===== src/nand_host_map.svh =====
// timing counts, command codes and field positions for the nand flash host controller
// assumes a 125 MHz system clock; included by the package user files by bare name
`ifndef NAND_HOST_MAP_SVH
`define NAND_HOST_MAP_SVH

// --------------------------------------------------------------
// clock and device times
// --------------------------------------------------------------
`define CLK_PERIOD_NS 8
`define CELL_WRITE_TIME_US 700
`define CACHE_WRITE_BUSY_SHORT_US 10
`define CACHE_WRITE_BUSY_LONG_US 700
`define CACHE_READ_BUSY_US 25
`define COPY_CACHE_BUSY_US 30
`define ARRAY_FETCH_TIME_US 25
// longest wait the host allows before flagging a timeout (rounded down)
`define BUSY_LIMIT_CYC(us) (((us) * 1000) / `CLK_PERIOD_NS)
// strobe phase length, 3 clocks = 24 ns covers pulse widths and setup
`define PHASE_CYC 3
// we high to ready sampled: wait 100 ns before trusting ready_busy_n
`define WB_WAIT_CYC 13
// pages may be programmed at most this many times before erase
`define MAX_PARTIAL_PROG 4

// --------------------------------------------------------------
// command codes
// --------------------------------------------------------------
`define CMD_READ1 8'h00
`define CMD_READ2 8'h30
`define CMD_PROG1 8'h80
`define CMD_PROG2 8'h10
`define CMD_CACHE_PROG2 8'h15
`define CMD_MULTI_PROG2 8'h11
`define CMD_MULTI_PROG1 8'h81
`define CMD_READ_CACHE 8'h31
`define CMD_READ_CACHE_LAST 8'h3f
`define CMD_COPY_READ2 8'h3a
`define CMD_STATUS 8'h70
`define CMD_RESET 8'hff
`define STATUS_READY_BIT 6

`endif


===== src/nand_host_pkg.sv =====
// types for the nand flash host controller
// assumes nand_host_map.svh supplies the numeric constants
package nand_host_pkg;
   // kind of latch cycle driven on the byte port
   typedef enum logic [1:0] {
      cyc_cmd = 2'h0,
      cyc_addr = 2'h1,
      cyc_wdata = 2'h2,
      cyc_rdata = 2'h3
   } cyc_kind_t;
endpackage : nand_host_pkg


===== src/strobe_if.sv =====
// carrier between the host sequencer and its strobe generator
// assumes one clock domain shared by both ends
interface strobe_if;
   logic req;
   nand_host_pkg::cyc_kind_t kind;
   logic [7:0] wbyte;
   logic done;
   logic [7:0] rbyte;
   modport seq (output req, output kind, output wbyte, input done, input rbyte);
   modport gen (input req, input kind, input wbyte, output done, output rbyte);
endinterface : strobe_if


===== src/nand_strobe_gen.sv =====
// one latch cycle on the flash pins: low phase then high phase of a strobe
// assumes the sequencer holds req until done and pins are synchronous inputs
`include "nand_host_map.svh"
module nand_strobe_gen (
   // clock and reset
   input wire logic i_clock,
   input wire logic i_rst,
   // sequencer side
   strobe_if.gen s,
   // pin side
   input wire logic [7:0] i_byte_in,
   output logic o_cle,
   output logic o_ale,
   output logic o_we_n,
   output logic o_output_strobe_n,
   output logic [7:0] o_byte_out,
   output logic o_byte_oe
);
   import nand_host_pkg::*;

   logic [1:0] cnt, next_cnt;
   logic ph, next_ph;
   logic busy, next_busy;
   logic cle, next_cle, ale, next_ale, we_n, next_we_n, rd_n, next_rd_n;
   logic [7:0] bout, next_bout, rb, next_rb;
   logic oe, next_oe, done, next_done;

   // --------------------------------------------------------------
   // next state of the strobe phases
   // --------------------------------------------------------------
   always_comb begin
      next_cnt = cnt;
      next_ph = ph;
      next_busy = busy;
      next_cle = cle;
      next_ale = ale;
      next_we_n = we_n;
      next_rd_n = rd_n;
      next_bout = bout;
      next_rb = rb;
      next_oe = oe;
      next_done = 1'b0;
      if (!busy && s.req && !done) begin
         next_busy = 1'b1;
         next_ph = 1'b0;
         next_cnt = 2'(`PHASE_CYC - 1);
         next_cle = (s.kind == cyc_cmd); // RQ1
         next_ale = (s.kind == cyc_addr); // RQ2
         next_bout = s.wbyte;
         // never drive while the flash may still be driving
         next_oe = (s.kind != cyc_rdata); // RQ21
         next_we_n = (s.kind == cyc_rdata);
         next_rd_n = (s.kind != cyc_rdata); // RQ5
      end else if (busy) begin
         if (cnt != 2'h0) begin
            next_cnt = cnt - 2'h1;
         end else if (!ph) begin
            // rising strobe: flash latches the byte, or we capture read data
            next_ph = 1'b1;
            next_cnt = 2'(`PHASE_CYC - 1);
            if (!rd_n) begin
               next_rb = i_byte_in;
            end
            next_we_n = 1'b1;
            next_rd_n = 1'b1;
         end else begin
            next_busy = 1'b0;
            next_cle = 1'b0;
            next_ale = 1'b0;
            next_oe = 1'b0;
            next_done = 1'b1;
         end
      end
   end

   // register the strobe state
   always_ff @(posedge i_clock or posedge i_rst) begin
      if (i_rst) begin
         cnt <= 2'h0;
         ph <= 1'b0;
         busy <= 1'b0;
         cle <= 1'b0;
         ale <= 1'b0;
         we_n <= 1'b1;
         rd_n <= 1'b1;
         bout <= 8'h00;
         rb <= 8'h00;
         oe <= 1'b0;
         done <= 1'b0;
      end else begin
         cnt <= next_cnt;
         ph <= next_ph;
         busy <= next_busy;
         cle <= next_cle;
         ale <= next_ale;
         we_n <= next_we_n;
         rd_n <= next_rd_n;
         bout <= next_bout;
         rb <= next_rb;
         oe <= next_oe;
         done <= next_done;
      end
   end

   // outputs straight from flops
   assign o_cle = cle;
   assign o_ale = ale;
   assign o_we_n = we_n;
   assign o_output_strobe_n = rd_n;
   assign o_byte_out = bout;
   assign o_byte_oe = oe;
   assign s.done = done;
   assign s.rbyte = rb;

   // --------------------------------------------------------------
   // checks
   // --------------------------------------------------------------
   a_no_drive_on_read: assert property (@(posedge i_clock) disable iff (i_rst)
      !rd_n |-> !oe) else $error("byte port driven during read strobe"); // RQ21
   a_strobes_exclusive: assert property (@(posedge i_clock) disable iff (i_rst)
      !(!we_n && !rd_n)) else $error("write and output strobes low together"); // RQ23
endmodule : nand_strobe_gen


===== src/nand_host_ctrl.sv =====
// host controller that drives a nand page flash through its pins
// assumes synchronous pin inputs, a pulled-up ready_busy_n and a user that
// holds its command inputs until o_done
//
// Function
// [RQ1] cle high while write strobe rises latches command
// [RQ2] ale high while write strobe rises latches address
// [RQ3] chip select high when ready gives standby
// [RQ4] chip select ignored while device busy
// [RQ5] each output strobe fall yields next byte
// [RQ6] program guard low blocks program and erase
// [RQ7] ready_busy_n low during operations, high after
// [RQ8] page programmed at most four times; the controller keeps no program count and does not enforce this
// [RQ9] 11h cache program busy at most 10 us
// [RQ10] 15h cache program busy at most 700 us
// [RQ11] 31h or 3fh busy at most 25 us
// [RQ12] 3ah copy read busy at most 30 us
// [RQ13] array fetch done within 25 us
// [RQ14] 31h resets column counter to zero
// [RQ15] end cache program with 80h-10h
// [RQ16] after 15h end, poll 70h then ffh
// [RQ17] end multi-page cache series with 81h-10h
// [RQ18] late last page busy reaches cell write time
// [RQ19] long strobe high time releases outputs
// [RQ20] short strobe high keeps data until edge
// [RQ21] host never drives while device drives
// [RQ22] cache program is 80h, five addresses, data, 15h
// [RQ23] read busy: hold strobes high, status/reset only
// [RQ24] wait ready before commands refused when busy
`include "nand_host_map.svh"
module nand_host_ctrl (
   // clock and reset
   input wire logic i_clock,
   input wire logic i_rst,
   // user operation request
   input wire logic i_start,
   input wire logic [7:0] i_cmd1,
   input wire logic i_has_cmd2,
   input wire logic [7:0] i_cmd2,
   input wire logic [2:0] i_addr_cnt,
   input wire logic [39:0] i_addr,
   input wire logic [12:0] i_data_cnt,
   input wire logic i_data_write,
   input wire logic i_wait_ready,
   input wire logic i_protect,
   // user data streams
   input wire logic [7:0] i_wdata,
   output logic o_wdata_take,
   output logic [7:0] o_rdata,
   output logic o_rdata_valid,
   // user status
   output logic o_done,
   output logic o_timeout,
   output logic o_ready,
   // flash pins
   input wire logic i_ready_busy_n,
   input wire logic [7:0] i_byte_port,
   output logic o_chip_sel_n,
   output logic o_cle,
   output logic o_ale,
   output logic o_we_n,
   output logic o_output_strobe_n,
   output logic o_prog_guard_n,
   output logic [7:0] o_byte_port,
   output logic o_byte_port_oe
);
   import nand_host_pkg::*;

   typedef enum logic [6:0] {
      st_idle = 7'h01,
      st_cmd1 = 7'h02,
      st_addr = 7'h04,
      st_data = 7'h08,
      st_cmd2 = 7'h10,
      st_wb = 7'h20,
      st_busy = 7'h40
   } state_t;

   strobe_if sif ();
   state_t state, next_state;
   logic [2:0] acnt, next_acnt;
   logic [12:0] dcnt, next_dcnt;
   logic [16:0] tcnt, next_tcnt;
   logic [16:0] limit, next_limit;
   logic req, next_req;
   cyc_kind_t kind, next_kind;
   logic [7:0] wbyte, next_wbyte;
   logic ce_n, next_ce_n, guard_n, next_guard_n;
   logic done, next_done, tout, next_tout, take, next_take, rv, next_rv;
   logic [7:0] rdata, next_rdata;

   // --------------------------------------------------------------
   // busy limit per closing command
   // --------------------------------------------------------------
   function automatic logic [16:0] busy_limit(input logic [7:0] c);
      logic [16:0] r;
      r = 17'(`BUSY_LIMIT_CYC(`CELL_WRITE_TIME_US)); // RQ18
      unique case (c)
         `CMD_MULTI_PROG2: r = 17'(`BUSY_LIMIT_CYC(`CACHE_WRITE_BUSY_SHORT_US)); // RQ9
         `CMD_CACHE_PROG2: r = 17'(`BUSY_LIMIT_CYC(`CACHE_WRITE_BUSY_LONG_US)); // RQ10
         `CMD_READ_CACHE, `CMD_READ_CACHE_LAST:
            r = 17'(`BUSY_LIMIT_CYC(`CACHE_READ_BUSY_US)); // RQ11
         `CMD_COPY_READ2: r = 17'(`BUSY_LIMIT_CYC(`COPY_CACHE_BUSY_US)); // RQ12
         `CMD_READ2: r = 17'(`BUSY_LIMIT_CYC(`ARRAY_FETCH_TIME_US)); // RQ13
         default: r = 17'(`BUSY_LIMIT_CYC(`CELL_WRITE_TIME_US));
      endcase
      return r;
   endfunction : busy_limit

   // --------------------------------------------------------------
   // operation sequencer: command, addresses, data, second command, busy wait
   // --------------------------------------------------------------
   always_comb begin
      next_state = state;
      next_acnt = acnt;
      next_dcnt = dcnt;
      next_tcnt = tcnt;
      next_limit = limit;
      next_req = req;
      next_kind = kind;
      next_wbyte = wbyte;
      next_ce_n = ce_n;
      next_guard_n = !i_protect; // RQ6
      next_done = 1'b0;
      next_tout = tout;
      next_take = 1'b0;
      next_rv = 1'b0;
      next_rdata = rdata;
      unique case (state)
         st_idle: begin
            // select released while idle and ready lets the device rest
            next_ce_n = 1'b1; // RQ3
            if (i_start) begin
               next_ce_n = 1'b0;
               next_tout = 1'b0;
               next_req = 1'b1;
               next_kind = cyc_cmd;
               next_wbyte = i_cmd1;
               next_acnt = 3'h0;
               next_state = st_cmd1;
            end
         end
         st_cmd1, st_addr: begin
            if (req && sif.done) begin
               next_req = 1'b0;
            end else if (!req) begin
               if (acnt < i_addr_cnt) begin
                  // i_addr_cnt bytes low first, column then page
                  next_req = 1'b1; // RQ22
                  next_kind = cyc_addr;
                  next_wbyte = i_addr[acnt*8 +: 8];
                  next_acnt = acnt + 3'h1;
                  next_state = st_addr;
               end else begin
                  next_dcnt = i_data_cnt;
                  next_state = st_data;
               end
            end
         end
         st_data: begin
            if (req && sif.done) begin
               next_req = 1'b0;
               if (!i_data_write) begin
                  next_rdata = sif.rbyte; // RQ5 RQ16
                  next_rv = 1'b1;
               end
            end else if (!req) begin
               if (dcnt != 13'h0) begin
                  next_req = 1'b1;
                  next_kind = i_data_write ? cyc_wdata : cyc_rdata;
                  next_wbyte = i_wdata;
                  next_take = i_data_write;
                  next_dcnt = dcnt - 13'h1;
               end else if (i_has_cmd2) begin
                  next_req = 1'b1;
                  next_kind = cyc_cmd;
                  next_wbyte = i_cmd2; // RQ15 RQ17
                  next_state = st_cmd2; // RQ8
               end else begin
                  next_limit = busy_limit(i_cmd1);
                  next_tcnt = 17'h0;
                  next_state = i_wait_ready ? st_wb : st_idle;
                  next_done = !i_wait_ready;
               end
            end
         end
         st_cmd2: begin
            if (sif.done) begin
               next_req = 1'b0;
               next_limit = busy_limit(i_cmd2);
               next_tcnt = 17'h0;
               next_state = i_wait_ready ? st_wb : st_idle;
               next_done = !i_wait_ready;
            end
         end
         st_wb: begin
            next_tcnt = tcnt + 17'h1;
            if (tcnt == 17'(`WB_WAIT_CYC)) begin
               next_state = st_busy;
            end
         end
         st_busy: begin
            // hold strobes high and wait for ready, or give up at the busy limit, before any new command
            next_tcnt = tcnt + 17'h1; // RQ24
            if (i_ready_busy_n) begin // RQ7
               next_done = 1'b1;
               next_state = st_idle;
            end else if (tcnt >= limit + 17'(`WB_WAIT_CYC)) begin
               next_tout = 1'b1;
               next_done = 1'b1;
               next_state = st_idle;
            end
         end
      endcase
   end

   // register the sequencer state
   always_ff @(posedge i_clock or posedge i_rst) begin
      if (i_rst) begin
         state <= st_idle;
         acnt <= 3'h0;
         dcnt <= 13'h0;
         tcnt <= 17'h0;
         limit <= 17'h0;
         req <= 1'b0;
         kind <= cyc_cmd;
         wbyte <= 8'h00;
         ce_n <= 1'b1;
         guard_n <= 1'b0;
         done <= 1'b0;
         tout <= 1'b0;
         take <= 1'b0;
         rv <= 1'b0;
         rdata <= 8'h00;
      end else begin
         state <= next_state;
         acnt <= next_acnt;
         dcnt <= next_dcnt;
         tcnt <= next_tcnt;
         limit <= next_limit;
         req <= next_req;
         kind <= next_kind;
         wbyte <= next_wbyte;
         ce_n <= next_ce_n;
         guard_n <= next_guard_n;
         done <= next_done;
         tout <= next_tout;
         take <= next_take;
         rv <= next_rv;
         rdata <= next_rdata;
      end
   end

   assign sif.req = req;
   assign sif.kind = kind;
   assign sif.wbyte = wbyte;

   // strobe generator drives the latch pins from its own flops
   nand_strobe_gen u_gen (
      .i_clock(i_clock),
      .i_rst(i_rst),
      .s(sif.gen),
      .i_byte_in(i_byte_port),
      .o_cle(o_cle),
      .o_ale(o_ale),
      .o_we_n(o_we_n),
      .o_output_strobe_n(o_output_strobe_n),
      .o_byte_out(o_byte_port),
      .o_byte_oe(o_byte_port_oe)
   );

   assign o_chip_sel_n = ce_n;
   assign o_prog_guard_n = guard_n;
   assign o_done = done;
   assign o_timeout = tout;
   assign o_ready = state[0]; // idle is the lowest one-hot bit
   assign o_wdata_take = take;
   assign o_rdata = rdata;
   assign o_rdata_valid = rv;

   // --------------------------------------------------------------
   // checks
   // --------------------------------------------------------------
   a_select_held_busy: assert property (@(posedge i_clock) disable iff (i_rst)
      (state == st_busy) |-> !ce_n) else $error("select dropped while busy"); // RQ4
   a_guard_follows_prot: assert property (@(posedge i_clock) disable iff (i_rst)
      i_protect |=> !guard_n) else $error("guard not low while protected"); // RQ6
   a_busy_ends_ready: assert property (@(posedge i_clock) disable iff (i_rst)
      (state == st_busy && i_ready_busy_n) |=> (state == st_idle && done))
      else $error("ready not honoured"); // RQ7
   a_no_cmd_while_busy: assert property (@(posedge i_clock) disable iff (i_rst)
      (state == st_busy) |-> !req) else $error("strobe request while busy"); // RQ23
   a_idle_deselect: assert property (@(posedge i_clock) disable iff (i_rst)
      (state == st_idle && !i_start) |=> ce_n) else $error("no standby when idle"); // RQ3
   a_busy_bounded: assert property (@(posedge i_clock) disable iff (i_rst)
      (state == st_busy) |-> tcnt <= limit + 17'(`WB_WAIT_CYC))
      else $error("busy wait past limit"); // RQ10
   a_addr_before_data: assert property (@(posedge i_clock) disable iff (i_rst)
      $rose(state == st_data) |-> acnt == i_addr_cnt)
      else $error("data phase before all address bytes"); // RQ22
   a_done_pulse: assert property (@(posedge i_clock) disable iff (i_rst)
      done |=> !done) else $error("done longer than one cycle"); // RQ24
endmodule : nand_host_ctrl


===== config.mk =====
export PLATFORM = sky130hd
export DESIGN_NAME = nand_host_ctrl
export DESIGN_NICKNAME = d
export VERILOG_FILES = /design/src/nand_host_pkg.sv /design/src/strobe_if.sv /design/src/nand_strobe_gen.sv /design/src/nand_host_ctrl.sv
export VERILOG_INCLUDE_DIRS = /design/src
export SDC_FILE = /design/constraint.sdc
export NUM_CORES = 1
export LEC_CHECK = 0
export ABC_AREA = 1
export ABC_CLOCK_PERIOD_IN_PS = 3500
export BUFFER_PORTS_ARGS = -buffer_cell sky130_fd_sc_hd__buf_2
export CAP_MARGIN = 15
export CORE_ASPECT_RATIO = 0.8
export CORE_MARGIN = 8
export CORE_UTILIZATION = 35
export CTS_BUF_LIST = sky130_fd_sc_hd__clkbuf_2
export CTS_CLUSTER_SIZE = 28
export DETAILED_ROUTE_END_ITERATION = 8
export SLEW_MARGIN = 20
export SYNTH_ARGS = -nofsm -noshare
export SYNTH_HDL_FRONTEND = slang
export SYNTH_SLANG_ARGS = --single-unit

===== constraint.sdc =====
create_clock -name i_clock -period 3.5 [get_ports i_clock]
set_input_delay 0.175 -clock i_clock [delete_from_list [all_inputs] [get_ports i_clock]]
set_output_delay 0.175 -clock i_clock [all_outputs]
set_load 0.1 [all_outputs]

# After elaboration in Yosys (flattened, before gate mapping)
# Index checks and enable logic that the tools add are counted.
word_totals:
  register_bits: 108
  latch_bits: 0
  mem_bits_rw: 0
  romBits: 0
  input_bits: 96
  wordCells: 231
  memories: 0
classes:
  n_addsub: 5
  multipliers: 0
  div: 0
  magnitude_cmp: 2
  n_eq_ne: 40
  n_shift: 1
  n_mux: 115
  n_bitwise: 5
  reduce_logical: 37
ops:
  columns: ["cell", "count"]
  rows:
  - ["17-bit 2-to-1 mux", 10]
  - ["17-bit case mux with 3 select lines", 3]
  - ["13-bit 2-to-1 mux", 6]
  - ["7-bit 2-to-1 mux", 10]
  - ["8-bit by 6-bit equality test with 1-bit output, second input constant", 8]
  - ["8-bit 2-to-1 mux", 8]
  - ["1-bit 2-to-1 mux", 50]
  - ["7-bit case mux with 6 select lines", 1]
  - ["40-bit by 7-bit variable part select with 8-bit output", 1]
  - ["17-bit case mux with 2 select lines", 1]
  - ["2-bit inequality test, second input constant", 15]
  - ["13-bit case mux with 2 select lines", 1]
  - ["2-bit 2-to-1 mux", 12]
  - ["8-bit case mux with 3 select lines", 1]
  - ["17-bit by 1-bit adder with 17-bit output, second input constant", 1]
  - ["17-bit by 4-bit adder with 17-bit output, second input constant", 1]
  - ["17-bit by 4-bit equality test with 1-bit output, second input constant", 1]
  - ["17-bit greater-or-equal comparator", 1]
  - ["8-bit by 5-bit equality test with 1-bit output, second input constant", 2]
  - ["2-bit nonzero test", 7]
  - ["13-bit nonzero test", 1]
  - ["13-bit by 1-bit subtractor with 13-bit output, second input constant", 1]
  - ["3-bit 2-to-1 mux", 4]
  - ["6-bit 2-to-1 mux", 2]
  - ["other kinds (36)", 57]

# Logic depth before layout (Yosys ltp)
logic_depth:
  ltp_word: 8
  mapped_depth: 23
  depth_no_buf: 23

# By module
# Synthesis repeated with hierarchy kept, for this count alone.
unflattened:
  cells_unflattened: 931
  hier_area_um2: 6628.9
modules_own_cells:
  columns: ["module", "instances", "cells_each", "area_per_inst_um2", "seq_area_each_um2"]
  rows:
  - ["nand_host_ctrl", 1, 805, 5492.8, 1879.3]
  - ["nand_strobe_gen", 1, 126, 1136.1, 653.1]

# Least setup slack after synthesis
# OpenSTA, ideal clock, no wires.
synth_timing:
  path_kind: "reg2reg"
  from: "register limit[4]"
  to: "register state[2]"
  setup_ps: 66
  t_arrival_ps: 2526
  required_time_ps: 3434
  setup_slack_ps: 908
  path_stages_with_launch: 22
  period_less_slack_ps: 2592
  path_cell_list: "dfrtp_1 ha_1 inv_1 nand2_1 and3_1 nand3_1 nor2_1 inv_1 nor2_1 inv_1 nand2_1 nand2_1 ha_1 nand2_1 inv_1 o21bai_1 a21boi_0 nor2_1 nand4_1 nand2_1 nand2_1 nand2_1"
synth_between:
  elab_chain_cells: 4
synth_lines:
  columns: ["element", "line", "rtl"]
  rows:
  - ["from (decl)", "nand_host_ctrl.sv:84", "logic [16:0] limit, next_limit;"]
  - ["from (signal assigned)", "nand_host_ctrl.sv:240", "limit <= next_limit;"]
  - ["17-bit by 4-bit adder with 17-bit output", "nand_host_ctrl.sv:208", "end else if (tcnt >= limit + 17'(`WB_WAIT_CYC)) begin"]
  - ["17-bit greater-or-equal comparator", "nand_host_ctrl.sv:208", null]
  - ["3-bit inequality test (no source line)", null, null]
  - ["9-bit AND reduction (no source line)", null, null]
  - ["to (signal assigned)", "nand_host_ctrl.sv:220", "state <= st_idle;"]
  - ["to (signal assigned)", "nand_host_ctrl.sv:236", "state <= next_state;"]
  - ["to (decl)", "nand_host_ctrl.sv:80", "state_t state, next_state;"]
# No other way between the ends.
# A chain may end at the register's enable or synchronous reset.

# Worst setup path in the final report
layout_timing:
  from: "register state[6]"
  to: "register wbyte[7], in the netlist sif.wbyte[7]"
layout_between:
  elab_chain_cells: 4
  word_cells_on_any_way: 15
layout_lines:
  columns: ["element", "line", "rtl"]
  rows:
  - ["7-bit by 2-bit equality test with 1-bit output / 7-bit by 3-bit equality test with 1-bit output (equally long branches)", "nand_host_ctrl.sv:129", "unique case (state)"]
  - ["2-bit OR reduction", "nand_host_ctrl.sv:129", null]
  - ["2-bit inequality test (no source line) / 3-bit nonzero test (equally long branches)", null, null]
  - ["8-bit AND reduction (no source line)", null, null]
  - ["to (signal assigned)", "nand_host_ctrl.sv:243", "wbyte <= next_wbyte;"]
  - ["to (decl)", "nand_host_ctrl.sv:87", "logic [7:0] wbyte, next_wbyte;"]
# Parallel ways exist; a longest one is shown, timed or not.

==> metrics <==
run status=completed; Starting Density=roughly 36%; number of global-route vias before repair=6096; post-route ant nets=0; Least-Margin Pin Slew=0.922 ns; Post-Route Utilization=43.9%; Avg Cell Area, Syn=7.18 um^2; root buffer cell=sky130_fd_sc_hd__clkbuf_2; cells along the critical path=inv_1 -> nand3_2 -> inv_2 -> nand2_4 -> inv_2 -> nand2_4 -> inv_1 -> nand2_1 -> nand3_1 -> dlygate4sd3_1 -> o21ai_1 -> dlygate4sd3_1 -> nand2_1; number of cells produced by synthesis=between 900 and 1000; CTS sink count=101; die area=23300 um^2; Tmin final=3.26 ns; Period Utilization, post-route=about 93%; CTS buffer count=9; data required time of the critical path=4.07 ns; Synth Net Count=1029; share of synthesized flip-flops with an asynchronous set or reset=100%; antenna violations before repair=2; Slew HR=38.5%; final global-route overflow total=0; worst reg2reg endpoint=sif.wbyte[7]$_DFFE_PP0P_; wire length per cell after detailed routing=around 13 um; maximum number of pins on one net before global-route repair=75; top-area cell type share of the netlist area=37.2%; P_leak=4.21 nW; placed wire-length estimate after detailed placement=14.1 mm; Final setup viols=0; Critical Path Source Type=flop; highest ir drop seen on vdd=0.331 mV; startpoint of the most critical hold path=i_cmd1[0]; Total Routing Usage GR=15.8%; top cell type by total area after synthesis=sky130_fd_sc_hd__dfrtp_1; dpl cells=1269; H-Tree Level Count=3; power density normalized to cell area=about 860 nW/um^2; horizontal die dimension=roughly 170 um; number of different library cells in the post-synthesis netlist=48; #FFs+latches synth=101; Hold Crit Class=primary input to flop; number of standard cells in the final layout excluding fillers=about 1300; portion of the post-synthesis area used by sequential elements=around two fifths; number of gates resized after cts=0; commonest cells in the netlist=sky130_fd_sc_hd__nand2_1, sky130_fd_sc_hd__dfrtp_1, sky130_fd_sc_hd__inv_1; beginning of the worst register-to-register path=state[6]$_DFFE_PP0P_; setup repair after global routing missed its margin=no; total count of max-transition violations in the final report=0; worst endpoint data arrival time=3.83 ns; capture point of the worst path=sif.wbyte[7]$_DFFE_PP0P_; maximum fanout count along the critical path=21; area overhead of the layout relative to synthesis=22.7%; die span in y=~140 um; upper clock frequency limit=307 MHz; most common flop cell mapped by yosys=sky130_fd_sc_hd__dfrtp_1; maximum count of clock buffers along a single path=2; wire length of the first global-routing pass=a little over 30 mm; number of nets at the end of the flow=1199; most area-consuming cells after synthesis=sky130_fd_sc_hd__dfrtp_1, sky130_fd_sc_hd__nand2_1, sky130_fd_sc_hd__inv_1; most numerous cell in the Yosys netlist=sky130_fd_sc_hd__nand2_1; I/O Pins=124; synthesized cell area=6520 um^2; critical path startpoint=state[6]$_DFFE_PP0P_; fraction of final layout cells sized beyond drive strength 1=17.7%; detailed-route wire length=18.0 mm; via total after detailed routing=6181; Worst Hold Margin=between 0.07 and 0.08 ns; count of endpoints failing hold in the final timing report=0; sum of buffers and inverters on the critical path=6; DRC Markers=0; cell type group with the largest total delay on the critical path=buffers and inverters; Row Count=44; Slowest cell on crit path=sky130_fd_sc_hd__dlygate4sd3_1; logic depth of the worst setup path including buffers=13; maximum clock skew at final layout=0.0291 ns; worst-case reg-to-reg path depth=13; delay contributed by the slowest stage of the critical path=0.59 ns; drt initial violations=388; setup TNS after final layout=0 ns; number of maximum-capacitance constraint violations=0; IO Port Bufs=123; Core Area=18200 um^2; RD Place Congestion=0.854; clock input transition at the sequential cells of the worst setup and hold paths=0.28 ns; critical path endpoint category=flop; r2r setup slk=0.24 ns; first-pass iteration count of the detailed router=4; number of synthesis warnings=0; post-DR vias/cell=approximately 4.6; number of enable-type register cells in the synthesized netlist=0; worst skew pair latency=around 0.62 ns; clock tree from TritonCTS=yes; critical path type=flop to flop
## stage by stage
stage	cell area [um^2]	total power [mW]	setup slack [ns]
after floorplan	6520	5.26	0.684
after global placement	7360	6.04	0.644
after detailed placement	7360	6.09	0.569
after CTS	7990	6.92	0.256
after global routing	7990	7.55	0.0825
final	7990	6.87	0.240
## placed cells by master (no fill, tap or decap), types with 4 or more instances in the layout
master / instances
sky130_fd_sc_hd__dlygate4sd3_1: 51
sky130_fd_sc_hd__nand2_2: 7
sky130_fd_sc_hd__nor2_1: 84
sky130_fd_sc_hd__nor3_1: 15
sky130_fd_sc_hd__dfrtp_1: 97
sky130_fd_sc_hd__o21ai_0: 43
sky130_fd_sc_hd__mux2i_1: 4
sky130_fd_sc_hd__nand3_1: 52
sky130_fd_sc_hd__dfstp_2: 4
sky130_fd_sc_hd__a21oi_1: 41
sky130_fd_sc_hd__nand3b_1: 5
sky130_fd_sc_hd__xnor2_1: 6
sky130_fd_sc_hd__buf_2: 123
sky130_fd_sc_hd__ha_1: 25
sky130_fd_sc_hd__clkbuf_2: 9
sky130_fd_sc_hd__nand4_1: 8
sky130_fd_sc_hd__nand2_1: 303
sky130_fd_sc_hd__inv_1: 93
sky130_fd_sc_hd__nor2_2: 7
sky130_fd_sc_hd__buf_4: 5
sky130_fd_sc_hd__nor2_4: 4
sky130_fd_sc_hd__xor2_1: 22
sky130_fd_sc_hd__o21ai_1: 19
sky130_fd_sc_hd__inv_2: 8
## state kept, by name, summed over array words and instances (netlist names), 7 cells and up
register / cells
tcnt: 17
dcnt: 13
limit: 10
o_rdata: 8
sif.wbyte: 8
u_gen.o_byte_out: 8
u_gen.s.rbyte: 8
state: 7
## power breakdown
| group | switching, mW | internal (mW) | leakage [nW] | total (mW) |
|---|---|---|---|---|
| registers | 0.456 | 1.65 | 1.25 | 2.11 |
| logic | 2.83 | 1.33 | 2.89 | 4.16 |
| clock network | 0.430 | 0.175 | 0.0725 | 0.605 |
| total | 3.72 | 3.15 | 4.21 | 6.87 |
## final cells by class
cell class | count | area (um^2)
fill | 1872 | 10200
inverter | 105 | 399
clock buffer | 9 | 45.0
sequential | 101 | 2530
timing repair buffer | 179 | 1160
antenna | 1 | 2.50
multi-input combinational | 682 | 3460
clock inverter | 7 | 78.8
tap | 253 | 317
## tightest hold or removal path, delay by kind of cell
kind | cells | cell delay (ns)
buffers and inverters | 1 | 0.13
AO/OA/AOI/OAI | 1 | 0.08
AND/OR/NAND/NOR | 4 | 0.28
## routing by layer
layer | global-route usage, % | vias to the layer above | wire (um)
li1 | - | 3248 | -
met1 | 21.1 | 2751 | 8780
met2 | 24.4 | 165 | 7770
met3 | 5.12 | 15 | 1280
met4 | 3.52 | 2 | 163
met5 | 0 | - | 8
## repair_timing
action / in CTS / in global routing
setup buffers: 0 / 0
hold buffers: 51 / 0
endpoints found under the hold margin: 112 / 0
## kinds of logic (layout without fill, tap and decap cells)
group | after synthesis | after routing | synth area share (%)
buffers and inverters | 125 | 300 | 8.12
xor gates and xnor gates | 28 | 28 | 3.76
muxes | 4 | 4 | 0.614
AOI/OAI and AO/OA | 121 | 121 | 10.1
adders and majority gates | 25 | 25 | 4.80
other | 0 | 1 | 0
DFF | 101 | 101 | 38.9
and+or+nand+nor | 504 | 504 | 33.7
## how the worst min path moves through the flow
stage | endpoint | cells after the start
after floorplan | o_prog_guard_n$_DFF_PP0_ | 1
after global placement | o_prog_guard_n$_DFF_PP0_ | 2
after detailed placement | o_prog_guard_n$_DFF_PP0_ | 2
after CTS | limit[9]$_DFFE_PP0P_ | 6
after global routing | limit[9]$_DFFE_PP0P_ | 6
final | limit[9]$_DFFE_PP0P_ | 6
No activity file was read; power rests on OpenSTA's default activity.
